<file path="src/rtl/tfm_pkg.sv">
package tfm_pkg;

    // Timing
    localparam int CLK_PERIOD_NS = 20;
    // One unit at 150 words per minute: 15 characters of 10 units per second
    localparam int UNIT_TIME_NS = 6_666_667;
    localparam int UNIT_CYCLES = UNIT_TIME_NS / CLK_PERIOD_NS;
    localparam int UNITS_PER_CHAR = 10;
    localparam int DATA_BITS = 8;
    // Character-detected falls at the sample of this data bit (0 = first)
    localparam int DET_CLEAR_BIT = 2;

    // Register port
    localparam int ADDR_W = 8;
    localparam int DATA_W = 32;
    localparam logic [7:0] REG_FEED_LEN = 8'h00;
    localparam logic [7:0] REG_STATUS = 8'h04;
    localparam logic [7:0] REG_IRQ_STAT = 8'h08;
    localparam logic [7:0] REG_IRQ_MASK = 8'h0C;
    localparam logic [7:0] REG_RX_CHAR = 8'h10;

    // Reset values
    localparam logic [15:0] FEED_LEN_RST = 16'h0040;
    localparam logic [3:0] IRQ_MASK_RST = 4'h0;

    // Status register fields
    localparam int ST_BUSY = 0;
    localparam int ST_MOTOR = 1;
    localparam int ST_LOW_TAPE = 2;
    localparam int ST_RX_BUSY = 3;

    // Interrupt status / mask fields
    localparam int IRQ_W = 4;
    localparam int IRQ_DONE = 0;
    localparam int IRQ_CHAR = 1;
    localparam int IRQ_LOW_TAPE = 2;
    localparam int IRQ_DROPPED = 3;

    // Synchroniser lanes
    localparam int IN_W = 5;
    localparam int IN_MANUAL = 0;
    localparam int IN_REQ_N = 1;
    localparam int IN_MOTOR_N = 2;
    localparam int IN_RX = 3;
    localparam int IN_LOW_TAPE = 4;

    // Delete code: all eight levels marking
    localparam logic [7:0] DELETE_CHAR = 8'hFF;

    typedef struct packed {
        logic [7:0] addr;
        logic [31:0] wdata;
        logic wr;
        logic rd;
    } tfm_bus_req_t;

    typedef struct packed {
        logic valid;
        logic [7:0] data;
    } tfm_rx_char_t;

    typedef enum logic [1:0] {
        RX_IDLE = 2'b00,
        RX_START = 2'b01,
        RX_DATA = 2'b10,
        RX_STOP = 2'b11
    } tfm_rx_state_t;

    typedef enum logic {
        FD_IDLE = 1'b0,
        FD_RUN = 1'b1
    } tfm_feed_state_t;

endpackage

</file>
<file path="src/rtl/tfm_char_rx.sv">
`timescale 1ns/1ps
`default_nettype none

module tfm_char_rx #(
    parameter int UNIT_CYCLES = tfm_pkg::UNIT_CYCLES
) (
    input wire logic core_clk_in,
    input wire logic resetn_in,
    input wire logic rx_in,
    output tfm_pkg::tfm_rx_char_t char_out,
    output logic char_det_out,
    output logic busy_out
);
    localparam logic [31:0] UNIT_LAST = 32'(UNIT_CYCLES - 1);
    localparam logic [31:0] HALF_LAST = 32'(UNIT_CYCLES / 2 - 1);

    tfm_pkg::tfm_rx_state_t state_q;
    logic [31:0] tmr_q;
    logic [2:0] bit_q;
    logic [7:0] shift_q;
    logic det_q;
    tfm_pkg::tfm_rx_char_t char_q;

    // Space (start) is high on the line; mark is low and means a one
    wire tick = (tmr_q == 32'h0000_0000);
    wire mark = !rx_in;
    wire last_bit = (bit_q == 3'(tfm_pkg::DATA_BITS - 1));
    wire det_clear = (state_q == tfm_pkg::RX_DATA) && tick &&
        (bit_q == 3'(tfm_pkg::DET_CLEAR_BIT));

    always_ff @(posedge core_clk_in) begin
        if (!resetn_in) begin
            state_q <= tfm_pkg::RX_IDLE;
            tmr_q <= 32'h0000_0000;
            bit_q <= 3'h0;
            shift_q <= 8'h00;
            det_q <= 1'b0;
            char_q <= '0;
        end else begin
            char_q.valid <= 1'b0;
            tmr_q <= tick ? 32'h0000_0000 : tmr_q - 32'h0000_0001;
            case (state_q)
                tfm_pkg::RX_IDLE: begin
                    if (!mark) begin
                        state_q <= tfm_pkg::RX_START;
                        tmr_q <= HALF_LAST;
                    end
                end
                tfm_pkg::RX_START: begin
                    if (tick) begin
                        // A glitch shorter than half a unit is not a start
                        state_q <= mark ? tfm_pkg::RX_IDLE : tfm_pkg::RX_DATA;
                        det_q <= !mark; // [RQ2]
                        tmr_q <= UNIT_LAST;
                        bit_q <= 3'h0;
                    end
                end
                tfm_pkg::RX_DATA: begin
                    if (tick) begin
                        shift_q <= {mark, shift_q[7:1]}; // [RQ9]
                        tmr_q <= UNIT_LAST;
                        bit_q <= bit_q + 3'h1;
                        if (det_clear) begin
                            det_q <= 1'b0; // [RQ2]
                        end
                        if (last_bit) begin
                            state_q <= tfm_pkg::RX_STOP;
                        end
                    end
                end
                tfm_pkg::RX_STOP: begin
                    if (tick) begin
                        // The one stop unit must be mark; a framing error drops it
                        char_q.valid <= mark; // [RQ9]
                        char_q.data <= shift_q;
                        state_q <= tfm_pkg::RX_IDLE;
                    end
                end
                default: state_q <= tfm_pkg::RX_IDLE;
            endcase
        end
    end

    assign char_out = char_q;
    assign char_det_out = det_q;
    assign busy_out = (state_q != tfm_pkg::RX_IDLE);
endmodule

`default_nettype wire

</file>
<file path="src/rtl/tfm_feedout_ctrl.sv">
// Function
// RQ1: Manual feedout input idle when low; rising edge requests a feedout.
// RQ2: Character-detected normally low; falls between second and eighth bit.
// RQ3: Send-data, spare and both unattended-mode outputs held constantly low.
// RQ4: Motor runs while motor-control is low, stops while high; the code also runs it through any feedout while high.
// RQ5: Controller holds feedout request low 50 ms; falling edge is a request.
// RQ6: Feedout-in-progress high when idle, low for the whole feedout cycle.
// RQ7: Low-tape output high normally, low while tape-supply-low is sensed.
// RQ8: Auxiliary use: primary holds request low until in-progress goes low.
// RQ9: Receive ten-unit start-stop characters at 150 words per minute.
// RQ10: At power-up, run the motor and one feedout cycle unprompted.
// RQ11: Every feedout cycle punches delete characters, all eight levels mark.
// RQ12: Motor stops after a feedout unless motor-control still says run.
// RQ13: Grounded manual line does nothing; its release starts a feedout.
// RQ14: Feedout length set by a counter register; requests ignored meanwhile.
// RQ15: Synchronise every interface input and detect edges on synced copies.
//
// Decided for this implementation: strobed register access and the register offsets.
`timescale 1ns/1ps
`default_nettype none

module tfm_feedout_ctrl #(
    parameter int UNIT_CYCLES = tfm_pkg::UNIT_CYCLES
) (
    input wire logic core_clk_in,
    input wire logic resetn_in,
    input wire tfm_pkg::tfm_bus_req_t bus_in,
    output logic [31:0] rd_data_out,
    input wire logic manual_feed_in,
    input wire logic feed_req_n_in,
    input wire logic motor_ctl_n_in,
    input wire logic rx_data_in,
    input wire logic low_tape_in,
    output logic motor_run_out,
    output logic feed_busy_n_out,
    output logic char_det_out,
    output logic low_tape_n_out,
    output logic send_data_out,
    output logic spare_out,
    output logic unattended_a_out,
    output logic unattended_b_out,
    output logic punch_strobe_out,
    output logic [7:0] punch_data_out,
    output logic irq_out
);
    localparam int CHAR_CYCLES = UNIT_CYCLES * tfm_pkg::UNITS_PER_CHAR;
    localparam logic [31:0] CHAR_LAST = 32'(CHAR_CYCLES - 1);

    function automatic logic rise(input logic cur, input logic prev);
        rise = cur && !prev;
    endfunction

    logic [tfm_pkg::IN_W-1:0] sync1_q;
    logic [tfm_pkg::IN_W-1:0] sync2_q;
    logic [tfm_pkg::IN_W-1:0] prev_q;
    tfm_pkg::tfm_feed_state_t feed_q;
    logic [15:0] feed_len_q;
    logic [15:0] feed_left_q;
    logic [31:0] ctimer_q;
    logic [3:0] irq_stat_q;
    logic [3:0] irq_mask_q;
    logic [7:0] rx_char_q;
    logic [31:0] rd_data_q;
    logic motor_q;
    logic busy_n_q;
    logic low_tape_n_q;
    logic const_low_q;
    logic strobe_q;
    logic [7:0] pdata_q;
    logic irq_q;
    tfm_pkg::tfm_rx_char_t rx_char;
    logic rx_det;
    logic rx_busy;

    tfm_char_rx #(
        .UNIT_CYCLES(UNIT_CYCLES)
    ) u_rx (
        .core_clk_in(core_clk_in),
        .resetn_in(resetn_in),
        .rx_in(sync2_q[tfm_pkg::IN_RX]),
        .char_out(rx_char),
        .char_det_out(rx_det),
        .busy_out(rx_busy)
    );

    // Request decode on synchronised copies only
    wire manual_rise = rise(sync2_q[tfm_pkg::IN_MANUAL],
        prev_q[tfm_pkg::IN_MANUAL]); // [RQ1] [RQ13] [RQ15]
    wire auto_fall = rise(!sync2_q[tfm_pkg::IN_REQ_N],
        !prev_q[tfm_pkg::IN_REQ_N]); // [RQ5] [RQ8] [RQ15]
    wire request = manual_rise || auto_fall;
    wire running = (feed_q == tfm_pkg::FD_RUN);
    wire start = request && !running; // [RQ14]
    wire dropped = request && running; // [RQ14]
    wire char_tick = running && (ctimer_q == 32'h0000_0000);
    wire feed_end = char_tick && (feed_left_q == 16'h0000);
    wire feed_punch = char_tick && (feed_left_q != 16'h0000);
    wire rx_punch = rx_char.valid && !running;
    wire motor_d = !sync2_q[tfm_pkg::IN_MOTOR_N] || running; // [RQ4] [RQ12]
    wire low_tape = sync2_q[tfm_pkg::IN_LOW_TAPE];
    wire low_tape_rise = rise(low_tape, prev_q[tfm_pkg::IN_LOW_TAPE]);

    // Register port decode
    wire wr_len = bus_in.wr && (bus_in.addr == tfm_pkg::REG_FEED_LEN);
    wire wr_clr = bus_in.wr && (bus_in.addr == tfm_pkg::REG_IRQ_STAT);
    wire wr_mask = bus_in.wr && (bus_in.addr == tfm_pkg::REG_IRQ_MASK);
    wire [3:0] irq_clr = wr_clr ? bus_in.wdata[3:0] : 4'h0;
    wire [3:0] irq_set = {dropped, low_tape_rise, rx_char.valid, feed_end};
    wire [3:0] irq_d = (irq_stat_q & ~irq_clr) | irq_set;
    wire [3:0] status = {rx_busy, low_tape, motor_q, running};
    wire [31:0] rd_mux =
        (bus_in.addr == tfm_pkg::REG_FEED_LEN) ? {16'h0000, feed_len_q} :
        (bus_in.addr == tfm_pkg::REG_STATUS) ? {28'h000_0000, status} :
        (bus_in.addr == tfm_pkg::REG_IRQ_STAT) ? {28'h000_0000, irq_stat_q} :
        (bus_in.addr == tfm_pkg::REG_IRQ_MASK) ? {28'h000_0000, irq_mask_q} :
        (bus_in.addr == tfm_pkg::REG_RX_CHAR) ? {24'h00_0000, rx_char_q} :
        32'h0000_0000;

    always_ff @(posedge core_clk_in) begin
        if (!resetn_in) begin
            sync1_q <= '0;
            sync2_q <= '0;
            prev_q <= '0;
        end else begin
            sync1_q <= {low_tape_in, rx_data_in, motor_ctl_n_in,
                feed_req_n_in, manual_feed_in}; // [RQ15]
            sync2_q <= sync1_q;
            prev_q <= sync2_q;
        end
    end

    // Reset leaves the machine running one cycle of default length
    always_ff @(posedge core_clk_in) begin
        if (!resetn_in) begin
            feed_q <= tfm_pkg::FD_RUN; // [RQ10]
            feed_left_q <= tfm_pkg::FEED_LEN_RST;
            ctimer_q <= 32'h0000_0000;
        end else if (start) begin
            feed_q <= tfm_pkg::FD_RUN;
            feed_left_q <= feed_len_q; // [RQ14]
            ctimer_q <= 32'h0000_0000;
        end else if (feed_end) begin
            feed_q <= tfm_pkg::FD_IDLE;
        end else if (feed_punch) begin
            feed_left_q <= feed_left_q - 16'h0001;
            ctimer_q <= CHAR_LAST;
        end else if (running) begin
            ctimer_q <= ctimer_q - 32'h0000_0001;
        end
    end

    always_ff @(posedge core_clk_in) begin
        if (!resetn_in) begin
            feed_len_q <= tfm_pkg::FEED_LEN_RST;
            irq_stat_q <= 4'h0;
            irq_mask_q <= tfm_pkg::IRQ_MASK_RST;
            rx_char_q <= 8'h00;
            rd_data_q <= 32'h0000_0000;
            irq_q <= 1'b0;
        end else begin
            if (wr_len) begin
                feed_len_q <= bus_in.wdata[15:0]; // [RQ14]
            end
            if (wr_mask) begin
                irq_mask_q <= bus_in.wdata[3:0];
            end
            if (rx_char.valid) begin
                rx_char_q <= rx_char.data;
            end
            // A set in the same cycle as its clear wins
            irq_stat_q <= irq_d;
            irq_q <= |(irq_d & irq_mask_q);
            rd_data_q <= bus_in.rd ? rd_mux : 32'h0000_0000;
        end
    end

    // Motor is already on through a power-up feedout
    always_ff @(posedge core_clk_in) begin
        if (!resetn_in) begin
            motor_q <= 1'b1; // [RQ10]
            busy_n_q <= 1'b0;
            low_tape_n_q <= 1'b1;
            const_low_q <= 1'b0;
            strobe_q <= 1'b0;
            pdata_q <= 8'h00;
        end else begin
            motor_q <= motor_d; // [RQ4] [RQ12]
            busy_n_q <= !(start || (running && !feed_end)); // [RQ6]
            low_tape_n_q <= !low_tape; // [RQ7]
            const_low_q <= 1'b0; // [RQ3]
            // A character that lands during a feedout is kept, not punched
            strobe_q <= feed_punch || rx_punch;
            pdata_q <= feed_punch ? tfm_pkg::DELETE_CHAR : // [RQ11]
                rx_char.data;
        end
    end

    assign rd_data_out = rd_data_q;
    assign motor_run_out = motor_q;
    assign feed_busy_n_out = busy_n_q;
    assign char_det_out = rx_det;
    assign low_tape_n_out = low_tape_n_q;
    assign send_data_out = const_low_q;
    assign spare_out = const_low_q;
    assign unattended_a_out = const_low_q;
    assign unattended_b_out = const_low_q;
    assign punch_strobe_out = strobe_q;
    assign punch_data_out = pdata_q;
    assign irq_out = irq_q;
endmodule

`default_nettype wire

</file>
<file path="config.mk">
export PLATFORM = sky130hd
export DESIGN_NAME = tfm_feedout_ctrl
export DESIGN_NICKNAME = d
export VERILOG_FILES = /design/src/rtl/tfm_pkg.sv /design/src/rtl/tfm_char_rx.sv /design/src/rtl/tfm_feedout_ctrl.sv
export SDC_FILE = /design/constraint.sdc
export NUM_CORES = 1
export LEC_CHECK = 0
export ABC_AREA = 1
export BUFFER_PORTS_ARGS = -buffer_cell sky130_fd_sc_hd__buf_2
export CAP_MARGIN = 20
export CELL_PAD_IN_SITES_DETAIL_PLACEMENT = 1
export CELL_PAD_IN_SITES_GLOBAL_PLACEMENT = 1
export CORE_MARGIN = 5
export CORE_UTILIZATION = 45
export CTS_CLUSTER_DIAMETER = 100
export DETAILED_ROUTE_END_ITERATION = 7
export GPL_TIMING_DRIVEN = 0
export PLACE_DENSITY = 0.8
export SYNTH_ARGS = -nofsm -noshare
export SYNTH_HDL_FRONTEND = slang
export SYNTH_SLANG_ARGS = --single-unit
</file>
<file path="constraint.sdc">
create_clock -name core_clk_in -period 3.3 [get_ports core_clk_in]
set_input_delay 0.66 -clock core_clk_in [delete_from_list [all_inputs] [get_ports core_clk_in]]
set_output_delay 0.66 -clock core_clk_in [all_outputs]
set_load 0.05 [all_outputs]
</file>
After elaboration in Yosys (flattened, before gate mapping)

Index checks and enable logic that the tools add are counted.

Output and inout bits: 50
Word-level logic and storage cells: 133
Register bits after elaboration: 196
Input bits: 49

$add $sub $neg: 4
Muxes and demuxes: 30
Equality and inequality tests: 16
Bitwise operators: 7
Reductions and logical operators: 51

Operator list:

| operator                                           | count |
|---|---|
| two-way mux 32 bit                                 | 5 |
| zero test 32 bit                                   | 2 |
| two-way mux 16 bit                                 | 4 |
| one-hot mux 32 bit (2 select lines)                | 1 |
| subtractor 32 x 1 -> 32 bit, second input constant | 2 |
| two-way mux 8 bit                                  | 5 |
| == test 8 x 4 -> 1 bit, second input constant      | 2 |
| zero test 16 bit                                   | 1 |
| nonzero test 16 bit                                | 1 |
| subtractor 16 x 1 -> 16 bit, second input constant | 1 |
| logical AND 1 bit                                  | 15 |
| two-way mux 2 bit                                  | 6 |
| != test 2 x 1 -> 1 bit, second input constant      | 5 |
| AND reduction 2 bit                                | 5 |
| zero test 1 bit                                    | 9 |
| bitwise AND 4 bit                                  | 2 |
| == test 8 x 3 -> 1 bit, second input constant      | 1 |
| == test 8 x 5 -> 1 bit, second input constant      | 1 |
| zero test 8 bit                                    | 1 |
| one-hot mux 2 bit (4 select lines)                 | 1 |
| nonzero test 2 bit                                 | 4 |
| two-way mux 3 bit                                  | 2 |
| one-hot mux 3 bit (2 select lines)                 | 1 |
| AND reduction 3 bit                                | 2 |
| 19 further kinds                                   | 29 |

Logic depth before layout (Yosys ltp)

Depth after elaboration: 8
Gate-level depth with buffers: 13
Depth with buffers taken out: 12

Modules after synthesis

A second synthesis with hierarchy kept.

Cell total of the unflattened synthesis: 1,265
Area, all modules: 8,863.5 um^2

Modules (own cells, without submodules):

| module           | times used | seq. area each (um^2) | area an instance (um^2) | cells an instance |
|---|---|---|---|---|
| tfm_feedout_ctrl | 1          | 2,462.4               | 6,140.9                 | 875 |
| tfm_char_rx      | 1          | 1,101.1               | 2,722.6                 | 390 |

Worst setup path before layout

OpenSTA, ideal clock, no wires.

Kind: input to register
From: input bus_in[35] in the netlist's numbering
To: register feed_len_q[12]
Setup time: 119 ps
Setup slack: 1,373 ps
Buffers on the path: 1
Data required time: 3,181 ps
Arrival time: 1,808 ps
Stages on the path: 9
Path through: nor2_1 -> nand3_1 -> nor2_4 -> inv_2 -> nor2_4 -> inv_2 -> buf_2 -> o21ai_0 -> a21oi_1

Word-level cells in the longest chain between the ends: 2

RTL lines:

| item                   | RTL line                | RTL |
|---|---|---|
| start: declaration     | tfm_feedout_ctrl.sv:27  | `input wire tfm_pkg::tfm_bus_req_t bus_in,` |
| zero test 8 bit        | tfm_feedout_ctrl.sv:104 | `wire wr_len = bus_in.wr && (bus_in.addr == tfm_pkg::REG_FEED_LEN);` |
| logical AND 1 bit      | tfm_feedout_ctrl.sv:104 |  |
| end signal: assignment | tfm_feedout_ctrl.sv:154 | `feed_len_q <= tfm_pkg::FEED_LEN_RST;` |
| end signal: assignment | tfm_feedout_ctrl.sv:162 | `feed_len_q <= bus_in.wdata[15:0];` |
| end: declaration       | tfm_feedout_ctrl.sv:57  | `logic [15:0] feed_len_q;` |

No other way between the ends.
A chain may end at the register's enable or synchronous reset.

Worst setup path in the final report

From: register u_rx.tmr_q[0]
To: register u_rx.tmr_q[2]

Word-level cells in the longest chain between the ends: 4
Elaborated cells between the ends (all ways): 6
Classes of those cells: 1 x add/sub; 4 x mux; 1 x reduce/logical

RTL lines:

| item                                                                   | RTL line                                                | RTL |
|---|---|---|
| start: declaration                                                     | tfm_char_rx.sv:18                                       | `logic [31:0] tmr_q;` |
| start signal: assignment                                               | tfm_char_rx.sv:41                                       | `tmr_q <= tick ? 32'h0000_0000 : tmr_q - 32'h0000_0001;` |
| subtractor 32 x 1 -> 32 bit / zero test 32 bit (equally long branches) | tfm_char_rx.sv:41, tfm_char_rx.sv:25                    |  |
| two-way mux 32 bit                                                     | tfm_char_rx.sv:41                                       |  |
| two-way mux 32 bit (on tied branches)                                  | tfm_char_rx.sv:50, tfm_char_rx.sv:59, tfm_char_rx.sv:44 |  |
| one-hot mux 32 bit (2 select lines) *                                  | tfm_char_rx.sv:42                                       | `case (state_q)` |

Every way passes the cells marked *; elsewhere a longest branch is shown, timed or not.

==> qor.yml <==
status: "finished, final reports clean"
slowest_delay_ns: 0.35
worst_slack_ns: 1.014
ys.flop_type: "dfxtp_1"
cp-end-kind: "flop"
die_y_um: 149.2
wl_per_cell_um: 16.13
fill_cells: 2544
r2r_cells: 9
critPathKind: "reg -> reg"
setup_viol: 0
synth-simple-area-share: 0.3265
post_cts_buffers: 0
vias: 8437
grt_antenna_before_repair: 0
portBuffers: 61
hold_path_class: "in -> reg"
pin_count: 99
synth_top_family_by_area: "simple AND/OR/NAND/NOR gates"
grtUsageTotal: 0.2385
worstPathCellList: "inv_1, ha_1, nand3_2, nor2_4, nand4_2, nand3_2, inv_1, a21oi_2, nor2_1"
cellPowerDensity_mw_per_mm2: 983.8
tns_ns: 0
total_leakage_power_uw: 0.004580
yosysTopAreaCell: "dfxtp_1"
grt_max_degree: 23
synth_area_mm2: 0.008713
ir_drop_v: 0.0004463
synth_edf_count: 0
area_growth_syn_to_layout_pct: 15.45
arrival_ns: 2.62
dieArea_mm2: 0.02225
syn_avg_cell_area_um2: 6.937
grt_pass1_wl_um: 42810
worstSkewPairLatency_ns: 0.46
clock_skew_ns: 0.01479
synthTopCellsByArea: "dfxtp_1 (41%), nand2_1 (13%), nor2_1 (9.3%)"
grt_overflow: 0
post_synth_num_cell_types: 37
yosys-mux-area-fraction: 0
hp-start: "motor_ctl_n_in"
yosysTopAreaCellShare: 0.4090
async_reset_ff_frac: 0
synth.most_common_cell: "nand2_1"
cp_max_fo: 10
critPathRequiredTime_ns: 3.63
ctsLongestPathBuffers: 2
critical-path-slowest-cell: "nand4_2"
netlist_top_cells_count: "nand2_1 (296), nor2_1 (216), dfxtp_1 (178)"
hold_viol: 0
holdPathEnd: "sync1_q[2]"
htree_levels: 4
dp_hpwl_um: 19140
multi_input_area_mm2: 0.004415
postCtsHoldBufs: 0
drt-pass1-iter-count: 5
place_congestion: 0.8760
stdcell_count: 1628
start_util: 0.4612
via_per_inst: 5.182
postRouteAntennaNets: 0
seq_area_mm2: 0.003563
max_clock_freq_mhz: 437.5
cp-start-kind: "flop"
slew_headroom: 0.5002
syn_inst: 1256
synth_xor_area_frac: 0.04423
pre_cts_ws_ns: 0.7966
drc: 0
cts_made_buffers: 17
hold_depth: 3
antenna_cells: 0
seq_area_frac_synth: 0.4090
synth_fa_ha_area_frac: 0.01723
synth_compound_area_frac: 0.1101
drt-total-wl_um: 26260
core_mm2: 0.01889
drt_iter0_markers: 481
worstMarginPinSlew_ns: 0.7440
tritoncts: "built"
cap_violations: 0
clkTransAtPathRegs_ns: 0.08
ys_ff_latch: 178
dp.cells: 1596
ctsResizeCount: 0
clockRootBuffer: "clkbuf_16"
grt_pass1_vias: 8705
nNetsFinal: 1416
r2r_end: "u_rx.tmr_q[2]"
die_x_um: 149.2
rsz0062_at_grt: "false"
regToRegSetupSlack_ns: 1.01
drive_gt1_frac: 0.1184
clock-sinks: 178
period_share: 0.6927
yosys_warnings: 0
rows: 50
reg2reg_from: "u_rx.tmr_q[0]"
period_needed_ns: 2.286
slew_viol_final: 0
-- worst max path at each step --
stage | end | from | cells past startpoint
after global placement | feed_left_q[6] | resetn_in | 4
after detailed placement | feed_left_q[6] | resetn_in | 4
after global routing | u_rx.tmr_q[2] | u_rx.tmr_q[0] | 9
after CTS | u_rx.tmr_q[18] | u_rx.tmr_q[0] | 9
final | u_rx.tmr_q[2] | u_rx.tmr_q[0] | 9
after floorplan | feed_len_q[12] | bus_in[35] | 9
-- report_power, final --
| part | switching, uW | internal (uW) |
|---|---|---|
| clock network | 1110 | 1060 |
| registers | 392 | 2530 |
| logic | 3240 | 1560 |
-- metrics by stage --
stage	total power [uW]	util	hold slack [ns]	instance area [um^2]
3_3_place_gp	7478	0.4983	0.3712	9415
6_report	9897	0.5325	0.3877	10060
5_1_grt	10660	0.5325	0.3963	10060
4_1_cts	9903	0.5325	0.3835	10060
2_1_floorplan	6500	-	0.3670	8785
3_5_place_dp	7616	0.4983	0.3772	9415
-- state kept, by name (all words and copies together), names as in the netlist, 9 cells and up, named ones only --
name	flops
feed_len_q	16
feed_left_q	16
u_rx.char_out	9
ctimer_q	32
rd_data_out	16
u_rx.tmr_q	32
-- cell type report --
type	instances	area share
Inverter	128	0.04776
Buffer	54	0.03234
Tap cell	260	0.03234
Timing Repair Buffer	61	0.03035
Multi-Input combinational cell	915	0.4389
Clock inverter	15	0.02177
Sequential cell	178	0.3542
Clock buffer	17	0.04229
-- cells by family after synthesis --
kind of cell,count (synthesis)
flip-flops,178
buffers and inverters,182
adder cells (fa/ha/maj),12
AO/OA/AOI/OAI,183
XOR/XNOR,44
other,1
AND/OR/NAND/NOR,656
-- critical path, delay by kind of cell, from the launching register on --
kind	cells	cell delay, ns
adder cells (fa/ha/maj)	1	0.21
AO/OA/AOI/OAI	1	0.32
buffers and inverters	2	0.26
flip-flops	1	0.30
AND/OR/NAND/NOR	5	1.07
-- per-layer routing --
layer  up-vias  GRT usage  part of all wire
met5         -          0                 0
met4         0    0.06087             0.015
met3        38    0.04923             0.040
met2       176     0.4125              0.49
met1      4048     0.3041              0.46
li1       4175          -                 -
-- placed cells by master (no fill, tap or decap), types with 5 or more instances in the layout --
| cell type | instances |
|---|---|
| clkbuf_1 | 16 |
| inv_2 | 5 |
| xnor2_1 | 20 |
| clkbuf_16 | 17 |
| dfxtp_1 | 178 |
| buf_2 | 69 |
| nand3_1 | 63 |
| o21ai_0 | 52 |
| nand4_1 | 33 |
| buf_4 | 20 |
| or2_2 | 5 |
| nor2_2 | 5 |
| buf_1 | 5 |
| nor3_1 | 11 |
| a21oi_1 | 113 |
| conb_1 | 20 |
| nor2_1 | 216 |
| nand2_1 | 296 |
| buf_6 | 5 |
| nor2_4 | 5 |
| xor2_1 | 24 |
| a31oi_1 | 5 |
| ha_1 | 12 |
| inv_1 | 122 |
| clkinv_8 | 8 |
| o21bai_1 | 6 |
Power figures use the tool's default switching activity.
